[config.mk]
export PLATFORM = sky130hd
export DESIGN_NAME = sctr_ctrl
export DESIGN_NICKNAME = d
export VERILOG_FILES = /design/src/rtl/sctr_pkg.sv /design/src/rtl/sctr_tick.sv /design/src/rtl/sctr_ctrl.sv
export SDC_FILE = /design/constraint.sdc
export NUM_CORES = 1
export LEC_CHECK = 0
export BUFFER_PORTS_ARGS = -buffer_cell sky130_fd_sc_hd__buf_2
export CORE_MARGIN = 2
export CORE_UTILIZATION = 53
export CTS_BUF_LIST = sky130_fd_sc_hd__clkbuf_4 sky130_fd_sc_hd__clkbuf_8 sky130_fd_sc_hd__clkbuf_16
export DETAILED_ROUTE_END_ITERATION = 7
export PLACE_DENSITY = 0.81
export SKIP_LAST_GASP = 1
export SLEW_MARGIN = 25
export SYNTH_ARGS = -nofsm -noshare
export SYNTH_HDL_FRONTEND = slang
export SYNTH_HIERARCHICAL = 1
export SYNTH_SLANG_ARGS = --single-unit
export TNS_END_PERCENT = 10
[constraint.sdc]
create_clock -name clock_in -period 3.2 [get_ports clock_in]
set_clock_uncertainty 0.05 [all_clocks]
set_input_delay 0.16 -clock clock_in [delete_from_list [all_inputs] [get_ports clock_in]]
set_output_delay 0.16 -clock clock_in [all_outputs]
set_load 0.1 [all_outputs]
[src/rtl/sctr_pkg.sv]
package sctr_pkg;

	// ----------------------------------------------------------------
	// clock and widths
	// ----------------------------------------------------------------
	localparam int CLK_PS = 50000;
	localparam int CNT_W = 12;
	localparam int BA_W = 2;
	localparam int ADDR_W = 11;
	localparam int ROW_W = 11;
	localparam int COL_W = 8;
	localparam int DQ_W = 32;
	localparam int AP_BIT = 10;
	typedef logic [CNT_W-1:0] sctr_cnt_t;

	// ----------------------------------------------------------------
	// memory timing figures, slowest speed grade
	// ----------------------------------------------------------------
	localparam int T_RC_PS = 70000;
	localparam int T_RAS_MIN_PS = 42000;
	localparam int T_RAS_MAX_NS = 120000;
	localparam int T_RP_PS = 20000;
	localparam int T_RCD_PS = 20000;
	localparam int T_RRD_PS = 14000;
	localparam int T_XSR_PS = 77000;
	localparam int T_CKA_EXTRA_PS = 3000;
	localparam int T_PWR_US = 100;
	localparam int REF_PERIOD_MS = 64;
	localparam int REF_PERIOD_HOT_MS = 16;
	localparam int REF_COUNT = 4096;
	localparam int DPL_CYC = 2;
	localparam int MRD_CYC = 2;
	localparam int SRX_CLOCKS = 2;
	localparam int CAS_LAT = 2;
	localparam int WAKE_REFS = 2;

	function automatic int cmax(input int a, input int b);
		return (a > b) ? a : b;
	endfunction : cmax

	// least times round up, never below one cycle
	function automatic int ceil_cyc(input int ps);
		return cmax((ps + CLK_PS - 1) / CLK_PS, 1);
	endfunction : ceil_cyc

	// ----------------------------------------------------------------
	// derived cycle counts
	// ----------------------------------------------------------------
	localparam int RC_CYC = ceil_cyc(T_RC_PS);
	localparam int RAS_MIN_CYC = ceil_cyc(T_RAS_MIN_PS);
	localparam int RAS_MAX_CYC = T_RAS_MAX_NS * 1000 / CLK_PS;
	localparam int RP_CYC = ceil_cyc(T_RP_PS);
	localparam int RCD_CYC = ceil_cyc(T_RCD_PS);
	localparam int RRD_CYC = ceil_cyc(T_RRD_PS);
	localparam int XSR_CYC = ceil_cyc(T_XSR_PS);
	localparam int CKA_CYC = ceil_cyc(CLK_PS + T_CKA_EXTRA_PS);
	localparam int PWR_CYC = ceil_cyc(T_PWR_US * 1000000);
	localparam int REF_INT_CYC = (REF_PERIOD_MS * 1000000 / REF_COUNT) * 1000 / CLK_PS;
	localparam int REF_INT_HOT_CYC = (REF_PERIOD_HOT_MS * 1000000 / REF_COUNT) * 1000 / CLK_PS;
	localparam int PRE_WAIT = cmax(RP_CYC, cmax(RC_CYC, RRD_CYC));
	localparam int RD_PRE_WAIT = cmax(RAS_MIN_CYC, RCD_CYC + 1) - RCD_CYC;
	localparam int WR_PRE_WAIT = cmax(DPL_CYC, RD_PRE_WAIT);
	localparam int SRX_WAIT = cmax(XSR_CYC, cmax(CKA_CYC, SRX_CLOCKS));
	localparam int RD_CAP = CAS_LAT + 1;

	// ----------------------------------------------------------------
	// commands {cs_n, ras_n, cas_n, we_n} and mode word
	// ----------------------------------------------------------------
	localparam logic [3:0] CMD_NOP = 4'h7;
	localparam logic [3:0] CMD_ACT = 4'h3;
	localparam logic [3:0] CMD_RD = 4'h5;
	localparam logic [3:0] CMD_WR = 4'h4;
	localparam logic [3:0] CMD_PRE = 4'h2;
	localparam logic [3:0] CMD_REF = 4'h1;
	localparam logic [3:0] CMD_MRS = 4'h0;
	// burst length 1, sequential, cas latency 2
	localparam logic [ADDR_W-1:0] MODE_WORD = 11'h020;

endpackage : sctr_pkg

[src/rtl/sctr_tick.sv]
`timescale 1ns/10ps
module sctr_tick (
	input wire logic clock_in, // controller clock
	input wire logic srst_in, // sync reset
	input wire logic ce_in, // clock enable
	input wire logic restart_in, // reload the period now
	input wire sctr_pkg::sctr_cnt_t period_in, // period in cycles
	output logic tick_out // one-cycle pulse per period
);

	sctr_pkg::sctr_cnt_t count_q;

	// ----------------------------------------------------------------
	// periodic down-counter
	// ----------------------------------------------------------------
	always_ff @(posedge clock_in) begin
		if (srst_in) begin
			count_q <= '0;
			tick_out <= 1'b0;
		end else if (ce_in) begin
			tick_out <= (count_q == '0) && !restart_in;
			if (restart_in || count_q == '0) begin
				count_q <= period_in - sctr_pkg::sctr_cnt_t'(1);
			end else begin
				count_q <= count_q - sctr_pkg::sctr_cnt_t'(1);
			end
		end
	end

endmodule : sctr_tick

[src/rtl/sctr_ctrl.sv]
`timescale 1ns/10ps
module sctr_ctrl (
	input wire logic clock_in, // 20 MHz clock, also the memory clock
	input wire logic srst_in, // sync reset, active high
	input wire logic ce_in, // clock enable, freezes all state
	input wire logic req_valid_in, // access request
	input wire logic req_write_in, // 1 write, 0 read
	input wire logic [sctr_pkg::BA_W-1:0] req_bank_in, // bank
	input wire logic [sctr_pkg::ROW_W-1:0] req_row_in, // row
	input wire logic [sctr_pkg::COL_W-1:0] req_col_in, // column
	input wire logic [sctr_pkg::DQ_W-1:0] req_wdata_in, // write word
	input wire logic hot_in, // above 85 C, async pin
	input wire logic self_refresh_in, // hold memory in self-refresh, async pin
	output logic req_ready_out, // request taken when valid and ready
	output logic [sctr_pkg::DQ_W-1:0] rdata_out, // read word
	output logic rdata_valid_out, // read word pulse
	output logic init_done_out, // wake-up sequence finished
	output logic sd_cke_out, // memory clock enable
	output logic sd_cs_n_out, // chip select, low active
	output logic sd_ras_n_out, // row strobe, low active
	output logic sd_cas_n_out, // column strobe, low active
	output logic sd_we_n_out, // write enable, low active
	output logic [sctr_pkg::BA_W-1:0] sd_ba_out, // bank address
	output logic [sctr_pkg::ADDR_W-1:0] sd_addr_out, // address
	output logic sd_dqm_out, // data mask
	input wire logic [sctr_pkg::DQ_W-1:0] sd_dq_in, // data pins in
	output logic [sctr_pkg::DQ_W-1:0] sd_dq_out, // data pins out
	output logic sd_dq_oe_n_out // data drive enable, low drives
);

	typedef enum {
		ST_BOOT, ST_PWR, ST_WAKE, ST_IDLE, ST_RW, ST_PRE, ST_BUSY, ST_SELF
	} sctr_state_t;

	sctr_state_t state_q;
	logic [3:0] cmd_q;
	logic cke_q;
	logic [sctr_pkg::BA_W-1:0] ba_q;
	logic [sctr_pkg::ADDR_W-1:0] addr_q;
	logic [sctr_pkg::DQ_W-1:0] dq_q;
	logic oe_n_q;
	logic ready_q;
	logic init_done_q;
	logic wr_q;
	logic [sctr_pkg::COL_W-1:0] col_q;
	sctr_pkg::sctr_cnt_t wait_q;
	logic [1:0] wake_cnt_q;
	logic restart_q;
	logic due_q;
	logic lapse_q;
	logic tick;
	logic [sctr_pkg::RD_CAP-1:0] rd_pipe_q;
	logic [sctr_pkg::DQ_W-1:0] rdata_q;
	logic rvalid_q;
	logic hot_s;
	logic sr_s;
	logic wait_done;

	// wait value that lets the next command go n cycles later
	function automatic sctr_pkg::sctr_cnt_t hold(input int n);
		return sctr_pkg::sctr_cnt_t'(n - 1);
	endfunction : hold

	// ----------------------------------------------------------------
	// pin synchronisers: change taken when stages two and three agree
	// ----------------------------------------------------------------
	logic [1:0] pin_raw;
	logic [1:0] s1_q;
	logic [1:0] s2_q;
	logic [1:0] s3_q;
	logic [1:0] filt_q;
	assign pin_raw = {hot_in, self_refresh_in};
	generate
		for (genvar i = 0; i < 2; i++) begin : g_sync
			always_ff @(posedge clock_in) begin
				if (srst_in) begin
					s1_q[i] <= 1'b0;
					s2_q[i] <= 1'b0;
					s3_q[i] <= 1'b0;
					filt_q[i] <= 1'b0;
				end else if (ce_in) begin
					s1_q[i] <= pin_raw[i];
					s2_q[i] <= s1_q[i];
					s3_q[i] <= s2_q[i];
					if (s2_q[i] == s3_q[i]) begin
						filt_q[i] <= s3_q[i];
					end
				end
			end
		end
	endgenerate
	assign hot_s = filt_q[1];
	assign sr_s = filt_q[0];

	// ----------------------------------------------------------------
	// refresh interval and flags
	// ----------------------------------------------------------------
	sctr_tick u_tick (
		.clock_in(clock_in),
		.srst_in(srst_in),
		.ce_in(ce_in),
		.restart_in(restart_q),
		.period_in(hot_s ? sctr_pkg::sctr_cnt_t'(sctr_pkg::REF_INT_HOT_CYC) :
			sctr_pkg::sctr_cnt_t'(sctr_pkg::REF_INT_CYC)),
		.tick_out(tick)
	);

	// a tick in the same cycle as a refresh keeps the flag set
	always_ff @(posedge clock_in) begin
		if (srst_in) begin
			due_q <= 1'b0;
			lapse_q <= 1'b0;
		end else if (ce_in) begin
			if (tick && init_done_q && cke_q) begin
				due_q <= 1'b1;
				if (due_q) begin
					lapse_q <= 1'b1;
				end
			end else if (cmd_q == sctr_pkg::CMD_REF) begin
				due_q <= 1'b0;
				lapse_q <= 1'b0;
			end
		end
	end

	// ----------------------------------------------------------------
	// command sequencer
	// ----------------------------------------------------------------
	assign wait_done = (wait_q == '0);

	always_ff @(posedge clock_in) begin
		if (srst_in) begin
			state_q <= ST_BOOT;
			cmd_q <= sctr_pkg::CMD_NOP;
			cke_q <= 1'b1;
			ba_q <= '0;
			addr_q <= '0;
			dq_q <= '0;
			oe_n_q <= 1'b1;
			ready_q <= 1'b0;
			init_done_q <= 1'b0;
			wr_q <= 1'b0;
			col_q <= '0;
			wait_q <= '0;
			wake_cnt_q <= '0;
			restart_q <= 1'b0;
		end else if (ce_in) begin
			cmd_q <= sctr_pkg::CMD_NOP;
			oe_n_q <= 1'b1;
			ready_q <= 1'b0;
			restart_q <= 1'b0;
			if (!wait_done) begin
				wait_q <= wait_q - sctr_pkg::sctr_cnt_t'(1);
			end
			case (state_q)
				ST_BOOT: begin
					wait_q <= hold(sctr_pkg::PWR_CYC);
					state_q <= ST_PWR;
				end
				ST_PWR: if (wait_done) begin
					cmd_q <= sctr_pkg::CMD_PRE;
					addr_q <= '0;
					addr_q[sctr_pkg::AP_BIT] <= 1'b1;
					wait_q <= hold(sctr_pkg::PRE_WAIT);
					wake_cnt_q <= '0;
					state_q <= ST_WAKE;
				end
				ST_WAKE: if (wait_done) begin
					if (wake_cnt_q < 2'(sctr_pkg::WAKE_REFS)) begin
						cmd_q <= sctr_pkg::CMD_REF;
						wait_q <= hold(sctr_pkg::RC_CYC);
						wake_cnt_q <= wake_cnt_q + 2'(1);
					end else if (init_done_q) begin
						state_q <= ST_IDLE;
					end else begin
						cmd_q <= sctr_pkg::CMD_MRS;
						addr_q <= sctr_pkg::MODE_WORD;
						wait_q <= hold(sctr_pkg::MRD_CYC);
						init_done_q <= 1'b1;
						restart_q <= 1'b1;
						state_q <= ST_BUSY;
					end
				end
				ST_IDLE: if (wait_done) begin
					if (req_valid_in && ready_q) begin
						cmd_q <= sctr_pkg::CMD_ACT;
						ba_q <= req_bank_in;
						addr_q <= req_row_in;
						wr_q <= req_write_in;
						col_q <= req_col_in;
						dq_q <= req_wdata_in;
						wait_q <= hold(sctr_pkg::RCD_CYC);
						state_q <= ST_RW;
					end else if (lapse_q) begin
						wake_cnt_q <= '0;
						state_q <= ST_WAKE;
					end else if (due_q) begin
						cmd_q <= sctr_pkg::CMD_REF;
						wait_q <= hold(sctr_pkg::RC_CYC);
						state_q <= ST_BUSY;
					end else if (sr_s) begin
						cmd_q <= sctr_pkg::CMD_REF;
						cke_q <= 1'b0;
						state_q <= ST_SELF;
					end else begin
						ready_q <= 1'b1;
					end
				end
				ST_RW: if (wait_done && (!wr_q || rd_pipe_q == '0)) begin
					addr_q <= '0;
					addr_q[sctr_pkg::COL_W-1:0] <= col_q;
					// address bit for auto-precharge stays low
					if (wr_q) begin
						cmd_q <= sctr_pkg::CMD_WR;
						oe_n_q <= 1'b0;
						wait_q <= hold(sctr_pkg::WR_PRE_WAIT);
					end else begin
						cmd_q <= sctr_pkg::CMD_RD;
						wait_q <= hold(sctr_pkg::RD_PRE_WAIT);
					end
					state_q <= ST_PRE;
				end
				ST_PRE: if (wait_done) begin
					cmd_q <= sctr_pkg::CMD_PRE;
					addr_q <= '0;
					wait_q <= hold(sctr_pkg::PRE_WAIT);
					state_q <= ST_BUSY;
				end
				ST_BUSY: if (wait_done) begin
					state_q <= ST_IDLE;
				end
				ST_SELF: if (!sr_s) begin
					cke_q <= 1'b1;
					wait_q <= hold(sctr_pkg::SRX_WAIT);
					restart_q <= 1'b1;
					state_q <= ST_BUSY;
				end
				default: state_q <= ST_BOOT;
			endcase
		end
	end

	// ----------------------------------------------------------------
	// read capture, cas latency plus one cycle after the command leaves
	// ----------------------------------------------------------------
	always_ff @(posedge clock_in) begin
		if (srst_in) begin
			rd_pipe_q <= '0;
			rdata_q <= '0;
			rvalid_q <= 1'b0;
		end else if (ce_in) begin
			rd_pipe_q <= {rd_pipe_q[sctr_pkg::RD_CAP-2:0], 1'b0};
			if (state_q == ST_RW && wait_done && !wr_q) begin
				rd_pipe_q[0] <= 1'b1;
			end
			rvalid_q <= rd_pipe_q[sctr_pkg::RD_CAP-1];
			if (rd_pipe_q[sctr_pkg::RD_CAP-1]) begin
				rdata_q <= sd_dq_in;
			end
		end
	end

	assign req_ready_out = ready_q;
	assign rdata_out = rdata_q;
	assign rdata_valid_out = rvalid_q;
	assign init_done_out = init_done_q;
	assign sd_cke_out = cke_q;
	assign {sd_cs_n_out, sd_ras_n_out, sd_cas_n_out, sd_we_n_out} = cmd_q;
	assign sd_ba_out = ba_q;
	assign sd_addr_out = addr_q;
	assign sd_dqm_out = 1'b0;
	assign sd_dq_out = dq_q;
	assign sd_dq_oe_n_out = oe_n_q;

	// ----------------------------------------------------------------
	// spacing checks: cycles since each command other than read, and since clock enable rose, last showed on the pins
	// ----------------------------------------------------------------
	localparam int NS = 6;
	localparam int I_ACT = 0;
	localparam int I_PRE = 1;
	localparam int I_WR = 2;
	localparam int I_REF = 3;
	localparam int I_MRS = 4;
	localparam int I_SRX = 5;
	logic cke_d_q;
	logic [NS-1:0] seen;
	sctr_pkg::sctr_cnt_t since_q [NS];
	assign seen = {cke_q && !cke_d_q, cmd_q == sctr_pkg::CMD_MRS, cmd_q == sctr_pkg::CMD_REF,
		cmd_q == sctr_pkg::CMD_WR, cmd_q == sctr_pkg::CMD_PRE, cmd_q == sctr_pkg::CMD_ACT};
	always_ff @(posedge clock_in) begin
		if (srst_in) begin
			cke_d_q <= 1'b1;
		end else if (ce_in) begin
			cke_d_q <= cke_q;
		end
	end
	generate
		for (genvar i = 0; i < NS; i++) begin : g_since
			always_ff @(posedge clock_in) begin
				if (srst_in) begin
					since_q[i] <= '1;
				end else if (ce_in) begin
					if (seen[i]) begin
						since_q[i] <= sctr_pkg::sctr_cnt_t'(1);
					end else if (since_q[i] != '1) begin
						since_q[i] <= since_q[i] + sctr_pkg::sctr_cnt_t'(1);
					end
				end
			end
		end
	endgenerate
endmodule : sctr_ctrl

# Word level (Yosys, flattened, before mapping)
# Index checks and enable logic that the tools add are counted.
# classes
bitwise_logic,1
mux,82
addsub,4
eq_ne,29
magnitude_cmp,1
reduce_logical,31
shifts,0
mul,0
div_mod_pow,0
# op_table
operator,n
$mux 32,12
$pmux 32 s8,1
$mux 12,12
$eq 32x3->1 const B,4
$mux 11,8
$pmux 12 s6,1
$eq 32x2->1 const B,2
$pmux 11 s5,1
$ne 2x2->1 const B,17
$eq 32x1->1 const B,1
$eq 32x4->1 const B,1
$logic_not 32->1,1
$mux 3,10
$mux 1,25
$logic_not 12->1,2
$sub 12x1->12 const B,2
$reduce_and 10->1,2
$reduce_and 8->1,2
$mux 2,7
$pmux 3 s4,1
$sub 9x1->10 const B,1
$mux 9,1
$reduce_and 2->1,4
$reduce_and 4->1,2
17 further kinds,28
# word_totals
out_inout_bits,87
latch_bits,0
register_bits,168
romBits,0
mem_bits_rw,0
mem_count,0

# Depth between registers and ports, before layout
# logic_depth
ltp_word,7
ltp_mapped,11
ltp_nobuf,10

# By module
# Netlist, hierarchy kept.
# by_module_without_submodules
mod,cells_each,n_inst,area_per_inst_um2,seq_area_each_um2
sctr_ctrl,698,1,5439.0,2502.4
sctr_tick,147,1,1139.8,260.2

# Worst setup path after synthesis
# Ideal clock, no wire load.
# synth_timing
path_type,flip-flop to flip-flop
start,reg u_tick.count_q[3]
end,reg u_tick.count_q[10]
path_stages_with_launch,12
path_slack_ns,0.410
synth_period_minus_slack_ns,2.790
setup_ns,0.129
required_ns,3.021
n_path_buf,2
t_arrival_ns,2.611
cell_sequence,dfxtp_1 nor4_4 a31o_2 buf_4 buf_6 mux2i_1 ha_1 o21ai_0 a211oi_2 a2111oi_0 a311oi_1 o31ai_1
# synth_via
elab_chain_cells,3
elab_cells_between_ends,4
cone_classes,add/sub (1); mux (1); reduce/logical (2)
# synth_rtl
item,line_no,rtl
start: declaration,sctr_tick.sv:11,sctr_pkg::sctr_cnt_t count_q;
start signal: assignment,sctr_tick.sv:23,count_q <= period_in - sctr_pkg::sctr_cnt_t'(1);
start signal: assignment,sctr_tick.sv:25,count_q <= count_q - sctr_pkg::sctr_cnt_t'(1);
branches (longest 2 deep; another with $sub 12x1->12),--,
$mux 12 (*),sctr_tick.sv:22,if (restart_in || count_q == '0) begin
# Every way passes the cells marked *.
# A chain may end at the register's enable or synchronous reset.

# Final worst setup path
# layout_timing
start,reg u_tick.count_q[11]
end,reg u_tick.count_q[10]
# layout_via
elab_chain_cells,3
# layout_rtl
item,line_no
$logic_not 12->1,sctr_tick.sv:22
$logic_or 1x1->1,sctr_tick.sv:22
$mux 12,sctr_tick.sv:22
# Every way passes these cells.

==> impl_results.md <==
* Status: finished, final reports clean
* Clock transition at path regs at roughly 0.06 ns
* Die width at 115 um
* Slowest stage delay, CP at 0.46 ns
* Die area at 13300 sq um
* Syn Std Cell Area at 6580 sq um
* CP Max Fanout at 7
* Detailed-route wire length per cell at 16.6 um
* TritonRoute pass-1 iters at 5
* Crit share post-route at 90.5%
* Setup TNS at 0 ns
* VDD IR-drop max at 0.362 mV
* Syn_area_per_cell at ~7.8 sq um
* GRT Util Overall at between 30% and 40%
* Leak at 0.00368 uW
* Most frequent cells in the layout: 190 x nand2_1, 175 x buf_2, 138 x dfxtp_1, 115 x a21oi_1, 79 x dlygate4sd3_1
* Max-cap viol count at 0
* HPWL Detailed at 11800 um
* Worst-Margin Slew at 0.786 ns
* Initial antenna violation count at 0
* Slew headroom at 47.1%
* Main synth FF type: dfxtp_1
* Row count at 40
* TritonCTS buffer count at 17
* Largest net degree at the start of global routing at 116
* Antenna Nets Post-Route at 0
* Cells after synthesis at 845
* Ys async rst share at 0%
* Post-layout total power at 5400 uW
* Worst Path Arrival at 3.13 ns
* Clk_lat worst skew at 0.42 ns
* Post-synthesis register bit count at 138
* Startpoint Class: register
* TritonCTS clock tree: built
* Residual DRC at 0
* Synth warn at 6
* Fraction of layout cells with a size suffix above 1 at 22.4%
* Crit path cell chain: nor4_4 > a31o_2 > mux2i_1 > ha_1 > o21ai_0 > a211oi_2 > a2111oi_0 > a311oi_1 > o31ai_1
* GR Overflow Total at 0
* N_diodes at 0
* Core region area at 12100 sq um
* # IOs at 179
* Cell Pwr Density at 601 nW/um^2
* FF-to-FF Start: u_tick/count_q[11]
* Area grow syn2layout at 36.5%
* Final core occ at 74.5%
* Period minus WS final at 2.90 ns
* CP startpoint: u_tick/count_q[11]
* Dpl ws at roughly 0.28 ns
* Req. time, crit path at 3.43 ns
* Slowest-stage cell, CP: nor4_4
* Port-buffer cells at 176
* CTS root buf: clkbuf_16
* Initial Util at 54.5%
* Final slew viol count at 0
* Final setup violation count at 0
* Vias post-DR at 7352
* Final hold vios at 0
* Die H at between 100 and 150 um
* Worst min-delay path startpoint: srst_in
* Total Wirelength at between 20000 and 25000 um
* Initial DRC Count at around 670
* Crit Path Category: reg -> reg
* Synth unique cells at 77
* Most common cell after layout, fill and taps aside: nand2_1
* Htree depth at 4
* Seq/Total Area, Yosys at 42.0%
* Post-synth EDFFs at 0
* Unrepaired setup endpoints after global routing: no
* CP endpoint kind: register
* Clock Tree Buf Depth at 2
* TritonCTS Sinks at 138
* First-pass GRT wire length at approximately 33000 um
* Vias in the first global route at 6913
* Worst min path class: in -> reg
* Max Clk Rate at 345 MHz
* GP Congestion at roughly 0.90
* Vias per cell at 5.81
* Setup slack after layout at 0.304 ns
* Layout Nets at 1182
-- timing repair --
item                                   4_1_cts  5_1_grt
setup buffers                                0        1
endpoints found under the hold margin       79        0
hold buffers                                79        0
setup endpoints to repair                    0        1
resized for setup                            0        0
-- worst paths after layout --
path                                           end  slack (ns)  depth (start not counted)
worst max-delay path            u_tick/count_q[10]        0.30                          9
worst min-delay path               u_tick/tick_out        0.06                          2
worst max register to register  u_tick/count_q[10]        0.30                          9
worst min register to register       sd_dq_out[25]        0.40                          2
-- final cells by class --
class | instances | area, sq um
clock buffer | 20 | 467
fill | 808 | 3080
multi-input combinational | 642 | 3530
tap | 168 | 210
timing repair buffer | 271 | 1810
inverter | 16 | 60.1
sequential | 138 | 2760
clock inverter | 10 | 144
-- Yosys cell counts (6+ instances only) --
library cell	count	area [sq um]
a211oi_1	6	45.0
a21oi_1	115	576
a22o_1	7	61.3
a31oi_1	8	50.1
and3_1	9	56.3
buf_1	6	22.5
buf_2	14	70.1
clkbuf_1	39	146
dfxtp_1	138	2760
inv_1	16	60.1
mux2i_1	15	150
nand2_1	190	713
nand2b_1	8	50.1
nand3_1	21	105
nor2_1	45	169
nor3_1	26	130
nor4_1	7	43.8
o21ai_0	41	205
o22ai_1	6	37.5
o31ai_1	7	52.6
or4_1	6	45.0
-- metal layers --
metal / GRT usage (%) / wire (um) / vias to the layer above / part of all wire (%)
li1: - / - / 3448 / -
met1: 39.1 / 8370 / 3422 / 40
met2: 50.9 / 9980 / 393 / 47
met3: 8.37 / 1840 / 89 / 8.7
met4: 14.7 / 869 / 0 / 4.1
met5: 0 / 0 / - / 0
-- critical path: cells and delay by family (launching register included) --
kind / cells / cell delay, ns
AOI/OAI and AO/OA: 6 / 1.37
and+or+nand+nor: 1 / 0.46
DFF: 1 / 0.35
adders and majority gates: 1 / 0.29
muxes: 1 / 0.26
-- cell families after synthesis --
| kind of cell | Yosys count | synth area share [%] |
|---|---|---|
| buffers and inverters | 83 | 5.44 |
| adder cells (fa/ha/maj) | 4 | 0.761 |
| other | 2 | 0.114 |
| AO/OA/AOI/OAI | 250 | 23.7 |
| flip-flops | 138 | 42.0 |
| XOR/XNOR | 4 | 0.533 |
| AND/OR/NAND/NOR | 349 | 25.2 |
| multiplexers | 15 | 2.28 |
-- flip-flops by register name, indices dropped and copies added (netlist names), 2 cells and up --
| name | cells |
|---|---|
| rdata_out | 32 |
| rd_pipe_q | 3 |
| sd_dq_out | 32 |
| wake_cnt_q | 2 |
| sd_ba_out | 2 |
| s1_q | 2 |
| state_q | 3 |
| sd_addr_out | 11 |
| col_q | 8 |
| s2_q | 2 |
| cmd_q | 3 |
| wait_q | 12 |
| s3_q | 2 |
| u_tick/count_q | 12 |
-- metrics by stage --
step | hold WS (ns) | cells | instance area, sq um
2_1_floorplan | 0.246 | 863 | 6650
3_3_place_gp | 0.346 | 1155 | 7570
3_5_place_dp | 0.355 | 1155 | 7570
4_1_cts | 0.0553 | 1264 | 8970
5_1_grt | 0.0626 | 1265 | 8980
6_report | 0.0638 | 1265 | 8980
-- power by group --
group	leakage, uW	internal, uW	switching (uW)	total [uW]
registers	0.00112	1810	136	1950
clock network	0.000290	1280	738	2020
logic	0.00227	618	820	1440
(Power assumes the default switching activity.)
